--- src/ptm_cfg.svh ---
// Register map, field positions, reset values and timing counts
// Assumes inclusion by the period timer module and bench top module only
`ifndef PTM_CFG_SVH
`define PTM_CFG_SVH

// Register indices on the 3-bit address port
`define PTM_ADDR_CTRL   3'h0
`define PTM_ADDR_SCALE  3'h1
`define PTM_ADDR_PERIOD 3'h2
`define PTM_ADDR_COUNT  3'h3
`define PTM_ADDR_PWCMP  3'h4
`define PTM_ADDR_STATUS 3'h5

// Control register fields
`define PTM_CTRL_ON     7
`define PTM_CTRL_MODE_H 4
`define PTM_CTRL_MODE_L 0

// Scale register fields
`define PTM_SCL_PRE_H   1
`define PTM_SCL_PRE_L   0
`define PTM_SCL_POST_H  5
`define PTM_SCL_POST_L  2
`define PTM_SCL_INSTR   6

// Status register fields
`define PTM_ST_PWM      0
`define PTM_ST_ARMED    1
`define PTM_ST_EXT      2
`define PTM_ST_ON       3

// Reset values
`define PTM_RST_MODE    5'h00
`define PTM_RST_PERIOD  8'hFF
`define PTM_RST_PWCMP   8'h00
`define PTM_RST_COUNT   8'h00

// Prescaler terminal counts for 1:1, 1:4, 1:16, 1:64
`define PTM_PRE_1       6'h00
`define PTM_PRE_4       6'h03
`define PTM_PRE_16      6'h0F
`define PTM_PRE_64      6'h3F

`endif

--- src/ptm_pkg.sv ---
// Types shared by the period timer
// Assumes ptm_cfg.svh sits in the include path
package ptm_pkg;

   // Mode classes held in the upper mode bits
   typedef enum logic [1:0] {
      PTM_CLS_FREE = 2'h0,
      PTM_CLS_ONE  = 2'h1,
      PTM_CLS_MONO = 2'h2,
      PTM_CLS_RSVD = 2'h3
   } ptm_cls_t;

   // Register port request
   typedef struct packed {
      logic       wr;
      logic       rd;
      logic [2:0] addr;
      logic [7:0] wdata;
   } ptm_bus_req_t;

   // Whole state of the timer
   typedef struct packed {
      logic       ers_s1;
      logic       ers_s2;
      logic       ers_s3;
      logic       ers_lvl;
      logic       ers_t1;
      logic       ers_t2;
      logic       ers_prev;
      logic       on_reg;
      logic       on_t1;
      logic       on_t2;
      logic [4:0] mode;
      logic       instr_clk;
      logic [1:0] pre_sel;
      logic [3:0] post_sel;
      logic [7:0] period;
      logic [7:0] pwcmp;
      logic [7:0] count;
      logic [5:0] pre_cnt;
      logic [3:0] post_cnt;
      logic       armed;
      logic       pwm;
      logic       post_pulse;
      logic [7:0] rdata;
   } ptm_state_t;

endpackage

--- src/ptm_timer.sv ---
// Period timer with gate, limit, one-shot and monostable modes
// Assumes one core clock; external reset pin is asynchronous to it
//
// The register addresses and the plain strobed port were chosen for this implementation.
`timescale 1ns/1ps
`include "ptm_cfg.svh"

// Overview of operation
// - Edge modes need fresh edge after re-enable
// - One-shot match clears enable, count zero
// - Monostable match stops at zero, enable kept
// - Zero scale selects give 1:1 division
// - Enable and pin take two timer clocks
// - Instruction clock: one clock sync delay
// - Software gate counts only while enabled
// - Free modes wrap to zero after match
// - Hardware gate halts on pin level
// - Gated count freezes, stretching PWM phases
// - Edge limit modes reset count on edge
// - Early edge reset restarts PWM pulse
// - Level limit modes hold count reset
// - Level reset ignored while enable clear
// - Level reset acts after sync delay
// - Free modes restart after match; level modes after release
// - PWM high at start, low at compare
// - Reset during high phase keeps PWM high
module ptm_timer
   import ptm_pkg::*;
(
   // Clock and reset
   input  wire logic         core_clk_i,
   input  wire logic         rst_i,
   // Register port
   input  wire ptm_bus_req_t bus_i,
   output logic [7:0]        rd_data_o,
   // External reset or gate pin
   input  wire logic         external_reset_input_i,
   // Time base outputs
   output logic [7:0]        count_value_o,
   output logic              pwm_out_o,
   output logic              postscaled_match_o,
   output logic              run_enable_o
);

   ptm_state_t r_reg;
   ptm_state_t r_next;

   // Prescaler terminal count per select code
   function automatic logic [5:0] pre_lim(input logic [1:0] sel);
      unique case (sel)
         2'h0: pre_lim = `PTM_PRE_1;
         2'h1: pre_lim = `PTM_PRE_4;
         2'h2: pre_lim = `PTM_PRE_16;
         2'h3: pre_lim = `PTM_PRE_64;
      endcase
   endfunction

   // Edge select: 1 rising, 2 falling, 3 either
   function automatic logic edge_hit(input logic [1:0] sel,
                                     input logic rise, input logic fall);
      unique case (sel)
         2'h1: edge_hit = rise;
         2'h2: edge_hit = fall;
         2'h3: edge_hit = rise | fall;
         2'h0: edge_hit = 1'b0;
      endcase
   endfunction

   // Timer tick from the prescaler
   logic tick_c;
   assign tick_c = (r_reg.pre_cnt == pre_lim(r_reg.pre_sel));

   // Synchronised views; instruction clock skips one stage
   logic on_e;
   logic ers_e;
   logic rise_c;
   logic fall_c;
   assign on_e   = r_reg.instr_clk ? r_reg.on_t1 : r_reg.on_t2;
   assign ers_e  = r_reg.instr_clk ? r_reg.ers_t1 : r_reg.ers_t2;
   assign rise_c = ers_e & ~r_reg.ers_prev;
   assign fall_c = ~ers_e & r_reg.ers_prev;

   // Mode decode: run, reset and start qualifiers
   ptm_cls_t cls_c;
   logic [2:0] sub_c;
   logic run_c;
   logic rst_c;
   logic qual_c;
   logic lvl_c;
   assign cls_c = ptm_cls_t'(r_reg.mode[4:3]);
   assign sub_c = r_reg.mode[2:0];

   always_comb begin
      run_c  = 1'b0;
      rst_c  = 1'b0;
      qual_c = 1'b0;
      lvl_c  = 1'b0;
      unique case (cls_c)
         PTM_CLS_FREE: begin
            unique case (sub_c)
               3'h0: run_c = on_e;
               3'h1: run_c = on_e & ~ers_e;
               3'h2: run_c = on_e & ers_e;
               3'h3: begin
                  run_c = on_e;
                  rst_c = on_e & (rise_c | fall_c);
               end
               3'h4: begin
                  run_c = on_e;
                  rst_c = on_e & rise_c;
               end
               3'h5: begin
                  run_c = on_e;
                  rst_c = on_e & fall_c;
               end
               3'h6: begin
                  run_c = on_e;
                  rst_c = on_e & ~ers_e;
                  lvl_c = 1'b1;
               end
               3'h7: begin
                  run_c = on_e;
                  rst_c = on_e & ers_e;
                  lvl_c = 1'b1;
               end
            endcase
         end
         PTM_CLS_ONE: begin
            run_c = on_e & r_reg.armed;
            unique case (sub_c)
               3'h0: qual_c = 1'b1;
               3'h4: begin
                  qual_c = rise_c;
                  rst_c  = run_c & rise_c;
               end
               3'h5: begin
                  qual_c = fall_c;
                  rst_c  = run_c & fall_c;
               end
               3'h6: begin
                  qual_c = rise_c;
                  rst_c  = run_c & ~ers_e;
                  lvl_c  = 1'b1;
               end
               3'h7: begin
                  qual_c = fall_c;
                  rst_c  = run_c & ers_e;
                  lvl_c  = 1'b1;
               end
               default: qual_c = edge_hit(sub_c[1:0], rise_c, fall_c);
            endcase
         end
         PTM_CLS_MONO: begin
            run_c  = on_e & r_reg.armed;
            qual_c = ~sub_c[2] & edge_hit(sub_c[1:0], rise_c, fall_c);
         end
         PTM_CLS_RSVD: run_c = 1'b0;
      endcase
   end

   // Control register write decode
   logic wr_ctrl_c;
   assign wr_ctrl_c = bus_i.wr && (bus_i.addr == `PTM_ADDR_CTRL);

   // Next-state logic
   always_comb begin
      r_next = r_reg;
      r_next.post_pulse = 1'b0;

      // Pin synchroniser; a change counts when stages two and three agree
      r_next.ers_s1 = external_reset_input_i;
      r_next.ers_s2 = r_reg.ers_s1;
      r_next.ers_s3 = r_reg.ers_s2;
      if (r_reg.ers_s2 == r_reg.ers_s3) begin
         r_next.ers_lvl = r_reg.ers_s3;
      end

      // Prescaler
      r_next.pre_cnt = tick_c ? 6'h00 : r_reg.pre_cnt + 6'h01;

      // Timer logic runs on the tick only
      if (tick_c) begin
         // Two tick stages before detection; one with the instruction clock
         r_next.ers_t1   = r_reg.ers_lvl;
         r_next.ers_t2   = r_reg.ers_t1;
         r_next.on_t1    = r_reg.on_reg;
         r_next.on_t2    = r_reg.on_t1;
         r_next.ers_prev = ers_e;

         // Start arming; dropping enable forgets the start edge
         if (cls_c != PTM_CLS_FREE) begin
            if (!on_e) begin
               r_next.armed = 1'b0;
            end else if (!r_reg.armed && qual_c) begin
               r_next.armed = 1'b1;
               r_next.pwm   = 1'b1;
            end
         end

         if (rst_c) begin
            // Hold at zero; a high PWM phase is left as it is
            r_next.count = 8'h00;
            if (!lvl_c) begin
               r_next.pwm = 1'b1;
            end
         end else if (run_c) begin
            if (lvl_c && r_reg.ers_prev != ers_e) begin
               r_next.pwm = 1'b1;
            end
            if (r_reg.count == r_reg.period) begin
               r_next.count = 8'h00;
               // Postscaler counts period matches
               if (r_reg.post_cnt == r_reg.post_sel) begin
                  r_next.post_cnt   = 4'h0;
                  r_next.post_pulse = 1'b1;
               end else begin
                  r_next.post_cnt = r_reg.post_cnt + 4'h1;
               end
               unique case (cls_c)
                  PTM_CLS_FREE: r_next.pwm = 1'b1;
                  PTM_CLS_ONE: begin
                     r_next.on_reg = 1'b0;
                     r_next.on_t1  = 1'b0;
                     r_next.on_t2  = 1'b0;
                     r_next.armed  = 1'b0;
                  end
                  PTM_CLS_MONO: r_next.armed = 1'b0;
                  PTM_CLS_RSVD: r_next.armed = 1'b0;
               endcase
            end else begin
               r_next.count = r_reg.count + 8'h01;
               if (r_reg.count == r_reg.pwcmp) begin
                  r_next.pwm = 1'b0;
               end
            end
         end
      end

      // Software writes; a written enable beats the hardware clear
      if (bus_i.wr) begin
         unique case (bus_i.addr)
            `PTM_ADDR_CTRL: begin
               r_next.on_reg = bus_i.wdata[`PTM_CTRL_ON];
               r_next.mode   = bus_i.wdata[`PTM_CTRL_MODE_H:`PTM_CTRL_MODE_L];
            end
            `PTM_ADDR_SCALE: begin
               r_next.pre_sel   = bus_i.wdata[`PTM_SCL_PRE_H:`PTM_SCL_PRE_L];
               r_next.post_sel  = bus_i.wdata[`PTM_SCL_POST_H:`PTM_SCL_POST_L];
               r_next.instr_clk = bus_i.wdata[`PTM_SCL_INSTR];
            end
            `PTM_ADDR_PERIOD: r_next.period = bus_i.wdata;
            `PTM_ADDR_PWCMP:  r_next.pwcmp  = bus_i.wdata;
            default: r_next.period = r_next.period;
         endcase
      end

      // Read data stand for one cycle only; unmapped reads as zero
      r_next.rdata = 8'h00;
      if (bus_i.rd) begin
         unique case (bus_i.addr)
            `PTM_ADDR_CTRL:
               r_next.rdata = {r_reg.on_reg, 2'h0, r_reg.mode};
            `PTM_ADDR_SCALE:
               r_next.rdata = {1'b0, r_reg.instr_clk, r_reg.post_sel,
                               r_reg.pre_sel};
            `PTM_ADDR_PERIOD: r_next.rdata = r_reg.period;
            `PTM_ADDR_COUNT:  r_next.rdata = r_reg.count;
            `PTM_ADDR_PWCMP:  r_next.rdata = r_reg.pwcmp;
            `PTM_ADDR_STATUS:
               r_next.rdata = {4'h0, on_e, r_reg.ers_lvl, r_reg.armed,
                               r_reg.pwm};
            default: r_next.rdata = 8'h00;
         endcase
      end
   end

   // State register
   always_ff @(posedge core_clk_i) begin
      if (rst_i) begin
         r_reg        <= '0;
         r_reg.mode   <= `PTM_RST_MODE;
         r_reg.period <= `PTM_RST_PERIOD;
         r_reg.pwcmp  <= `PTM_RST_PWCMP;
         r_reg.count  <= `PTM_RST_COUNT;
      end else begin
         r_reg <= r_next;
      end
   end

   // Outputs straight from state flops
   assign rd_data_o          = r_reg.rdata;
   assign count_value_o      = r_reg.count;
   assign pwm_out_o          = r_reg.pwm;
   assign postscaled_match_o = r_reg.post_pulse;
   assign run_enable_o       = r_reg.on_reg;
endmodule

--- config.mk ---
export PLATFORM = sky130hd
export DESIGN_NAME = ptm_timer
export DESIGN_NICKNAME = d
export VERILOG_FILES = /design/src/ptm_pkg.sv /design/src/ptm_timer.sv
export VERILOG_INCLUDE_DIRS = /design/src
export SDC_FILE = /design/constraint.sdc
export NUM_CORES = 1
export LEC_CHECK = 0
export ABC_AREA = 1
export BUFFER_PORTS_ARGS = -buffer_cell sky130_fd_sc_hd__clkbuf_2
export CORE_ASPECT_RATIO = 1.75
export CORE_MARGIN = 2
export CORE_UTILIZATION = 46
export CTS_CLUSTER_SIZE = 24
export DETAILED_ROUTE_END_ITERATION = 8
export RECOVER_POWER = 25
export REMOVE_ABC_BUFFERS = 1
export SLEW_MARGIN = 20
export SYNTH_ARGS = -nofsm -noshare
export SYNTH_HDL_FRONTEND = slang
export SYNTH_SLANG_ARGS = --single-unit
--- constraint.sdc ---
create_clock -name core_clk_i -period 2.5 [get_ports core_clk_i]
set_input_delay 0.75 -clock core_clk_i [delete_from_list [all_inputs] [get_ports core_clk_i]]
set_output_delay 0.75 -clock core_clk_i [all_outputs]
set_load 0.02 [all_outputs]
# Word level (Yosys, flattened, before mapping)
# Cells that the tools add are included.
totals:
  n_memories: 0
  latch_bits: 0
  output_inout_bits: 19
  register_bits: 67
  mem_bits_rw: 0
  romBits: 0
  wordCells: 146
classes:
  n_reduce_logical: 26
  n_addsub: 3
  order_cmp: 0
  shifts: 0
  mul: 0
  bitwise: 22
  div: 0
  muxes: 45
  eq_ne: 27
ops:
  columns: ["cell", "count"]
  rows:
  - ["8-bit one-hot mux with 6 select lines", 1]
  - ["8-bit two-way mux", 3]
  - ["6-bit one-hot mux with 4 select lines", 1]
  - ["1-bit two-way mux", 20]
  - ["3-bit == test (second input constant)", 6]
  - ["3-bit two-way mux", 6]
  - ["8-bit == test", 2]
  - ["2-bit OR reduction", 7]
  - ["1-bit AND", 13]
  - ["2-bit == test (second input constant)", 6]
  - ["3-bit by 2-bit == test with 1-bit output (second input constant)", 4]
  - ["2-bit two-way mux", 5]
  - ["2-bit AND reduction", 5]
  - ["1-bit one-hot mux with 3 select lines", 3]
  - ["8-bit by 1-bit adder with 8-bit output (second input constant)", 1]
  - ["1-bit NOT", 8]
  - ["1-bit one-hot mux with 4 select lines", 2]
  - ["6-bit by 1-bit adder with 6-bit output (second input constant)", 1]
  - ["2-bit by 1-bit == test with 1-bit output (second input constant)", 3]
  - ["3-bit by 1-bit == test with 1-bit output (second input constant)", 2]
  - ["6-bit == test", 1]
  - ["2-bit logical NOT", 3]
  - ["3-bit logical NOT", 2]
  - ["6-bit OR reduction", 1]
  - ["14 further kinds", 17]

# Longest topological paths before layout
logic_depth:
  word_depth: 20
  mapped_depth: 18
  depth_no_buf: 18

# Worst setup path before layout
# Ideal clock, no wire load.
synth_timing:
  path_type: "register to register"
  startpoint: "reg r_reg[51] in the netlist's numbering"
  endpoint: "reg r_reg, in the netlist count_value_o[6]"
  t_required_ns: 2.385
  synth_period_minus_slack_ns: 1.855
  path_stages_with_launch: 15
  t_arrival_ns: 1.740
  setup_ns: 0.115
  slack_ns: 0.645
  path_buffers: 0
  path_cell_list: "dfxtp_1 -> inv_2 -> nand2_1 -> nand2_2 -> ha_1 -> inv_1 -> nand2_1 -> nand3_1 -> nand2_1 -> o21ai_2 -> nand2_4 -> nor2_2 -> nor2_4 -> o21ai_1 -> nor2_1"
synth_via:
  elab_chain_cells: 9
  word_cells_on_any_way: 24
synth_lines:
  columns: ["element", "line", "text"]
  rows:
  - ["from (decl)", "ptm_timer.sv:45", "ptm_state_t r_reg;"]
  - ["from (signal assigned)", "ptm_timer.sv:286", "r_reg <= r_next;"]
  - ["1-bit two-way mux", "ptm_timer.sv:79", "assign ers_e = r_reg.instr_clk ? r_reg.ers_t1 : r_reg.ers_t2;"]
  - ["1-bit NOT", null, null]
  - ["1-bit AND", "ptm_timer.sv:81", "assign fall_c = ~ers_e & r_reg.ers_prev;"]
  - ["1-bit bitwise OR", "ptm_timer.sv:106", "rst_c = on_e & (rise_c | fall_c);"]
  - ["1-bit AND", "ptm_timer.sv:106", null]
  - ["1-bit one-hot mux with 5 select lines", "ptm_timer.sv:100", "unique case (sub_c)"]
  - ["1-bit one-hot mux with 2 select lines", "ptm_timer.sv:98", "unique case (cls_c)"]
  - ["2-bit nonzero test (no line)", null, null]
  - ["2-bit AND reduction (no line)", null, null]
# Parallel ways exist; a longest one is shown, timed or not.
# A chain may end at the register's enable or synchronous reset.

# Worst setup path in the final report
# Ends and elaborated chain as after synthesis.

==> flow_summary.toml <==
[timing]
grt_setup_unrepaired = "no"
hold_viol = 0
fin_crit_sh_pct = 85.5
report.final.slew_viol_count = 0
worstMarginPinSlew_ps = 767
layout_setup_ws_ps = 361
fmax_ghz = 0.468
setup_viol = 0
setup_tns_ps = 0
max_slew_margin_pct = 48.9
holdWs_ps = 402
post-route-min-period_ps = 2140
skew_ps = 5.77

[clocking]
ctsResizeCount = 0
cts_root_buf = "clkbuf_16"
cts_buffers = 9
h-tree-depth = 3
cts.path.max_buffers = 2
clk_latency_ps = 340
holdBufCountCts = 0
cts.sinks = 67
post_cts_buffers = 0
clk_transition_reported_paths_ps = 60
cts_tree = "done"

[global_route]
grt-ovfl-total = 0
gr-usage-met3_pct = 5.42
grt_pass1_vias = 3369
use_met2_pct = 44.4
grt_max_degree = 17
grt_pass1_wl_um = 17200
grt-busiest-layer = "met2"
grtUsageMet1_pct = 28.4
track_usage_pct = 26.0
grt_antenna_before_repair = 0

[critical_path]
critPathKind = "flop to flop"
start_kind = "flop"
cpLargestDelayFamily = "simple AND/OR/NAND/NOR gates"
cp_slowest_cell = "dfxtp_1"
worstPathArrival_ps = 2360
cp_max_fo = 9
worstPathCellList = "inv_2 > nand2_1 > nand2_2 > ha_1 > inv_1 > nand2_1 > nand3_1 > nand2_1 > o21ai_2 > nand2_4 > nor2_2 > nor2_4 > o21ai_1 > nor2_1"
crit_buf_inv = 2
crit_top_cell = "nand2_1"
cp_data_required_time_ps = 2730
end_kind = "flop"
cp_slowest_stage_delay_ps = 450

[die]
fp-row-count = 43
die-area_mm2 = 0.00902
ios = 35
start_util_pct = 47.6
fp.dieW_um = 72.6
core_area_mm2 = 0.00796
die_y_um = 124

[cells_and_area]
nNetsFinal = 622
most-common-layout-cells = "161 x nand2_1, 71 x nor2_1, 67 x inv_1, 67 x dfxtp_1, 34 x a21oi_1"
fin_area_mm2 = 0.00423
layout-drive-gt1-share_pct = 12.1
largest_reg_flops = 44
diodes = 0
area_growth_pct = 11.5
fill_cells = 816
final_common_cell = "nand2_1"

[detailed_routing]
vias = 3661
vias_per_cell = 5.29
drc = 0
drtPass1Iterations = 5
ant_nets = 0
drtIter0Drc = 187
wl_per_cell_um = 15.7
finalWirelength_um = 10900

[power]
vdd_drop_max_uv = 341
clkPwrFrac_pct = 48.0
seqPwrFrac_pct = 42.0
netSwitchingFraction_pct = 27.1
powerDensity_mw_per_mm2 = 635
p_leak_uw = 0.00194
p_int_uw = 1960
power.switching_uw = 729
totalPowerFinal_uw = 2680
power_frac_comb_pct = 9.9

[placement]
gp_congestion = 0.908
io_buffers = 34
place_area_mm2 = 0.00395
pre_cts_ws_ps = 394
hpwl_um = 8480

[logic_synthesis]
yosysSeqAreaShare_pct = 35.4
ys_ff_latch = 67
async_flop_share_pct = 0
netlist_instances = 574
syn_area_mm2 = 0.00379
synth.distinct_cells = 30
ys.flop_type = "dfxtp_1"
yosys_warnings = 0
syn_area_per_cell_um2 = 6.61
synth_edf_count = 0

[status]
outcome = "finished, final reports clean"

[run]
drv_cap = 0

[hold_path]
holdCritPathClass = "flop to flop"
## final cells by class
| type | count | area, um2 | share of cell area (%) |
|---|---|---|---|
| inverters | 70 | 263 | 6.21 |
| well taps | 90 | 113 | 2.66 |
| flip-flops and latches | 67 | 1340 | 31.7 |
| repair buffers | 43 | 219 | 5.18 |
| clock inverters | 7 | 76.3 | 1.81 |
| multi-input cells | 406 | 1990 | 47.1 |
| clock buffers | 9 | 225 | 5.33 |
## final timing paths
path                               start                       endpoint  slack, ps  cells past startpoint
setup reg to reg  r_reg[51]$_SDFFE_PP0P_  count_value_o[6]$_SDFFE_PP0P_        360                     14
setup / recovery  r_reg[51]$_SDFFE_PP0P_  count_value_o[6]$_SDFFE_PP0P_        360                     14
hold reg to reg    r_next[65]$_SDFF_PP0_          r_next[64]$_SDFF_PP0_        400                      2
hold / removal     r_next[65]$_SDFF_PP0_          r_next[64]$_SDFF_PP0_        400                      2
## synthesized netlist by cell type (5+ instances only)
cell / count / share of area (%)
nand2_1: 161 / 16
nor2_1: 71 / 7.0
dfxtp_1: 67 / 35
inv_1: 67 / 6.6
a21oi_1: 34 / 4.5
o21ai_0: 31 / 4.1
nand3_1: 26 / 3.4
buf_4: 20 / 4.0
xor2_1: 12 / 2.8
o22ai_1: 11 / 1.8
ha_1: 9 / 3.0
nand2_2: 8 / 1.3
o211ai_1: 8 / 1.6
clkbuf_1: 7 / 0.69
nor2_2: 5 / 0.82
## metrics by stage
stage | instances | util (%)
floorplan | 543 | -
global placement | 676 | 49.5
detailed placement | 676 | 49.5
CTS | 692 | 53.3
global route | 692 | 53.1
finish | 692 | 53.1
## worst min-delay path, stage by stage, from the launching register on
cell and delay, ps:
dfxtp_1 290, inv_1 40, nor2_1 30
## per-layer routing
| metal | wire length, um | up-vias |
|---|---|---|
| met5 | 0 | - |
| met4 | 623 | 0 |
| met3 | 417 | 38 |
| met2 | 5660 | 102 |
| met1 | 4170 | 1663 |
| li1 | - | 1858 |
## power groups by stage
stage	clock [uW]	combinational, uW	sequential [uW]
after global placement	0	265	1150
final	1290	267	1130
after global routing	1370	299	1130
after floorplan	0	161	1150
after detailed placement	0	267	1150
after CTS	1300	268	1130
## cell families (layout without fill, tap and decap cells)
kind of cell,count (synthesis),in the layout,share of synthesized area [%]
simple gates,282,282,30.9
fa+ha+maj,9,9,2.97
compound gates,100,100,15.2
xor+xnor,15,15,3.46
flops,67,67,35.4
buf+inv,101,129,12.1
No activity file was read; power rests on OpenSTA's default activity.
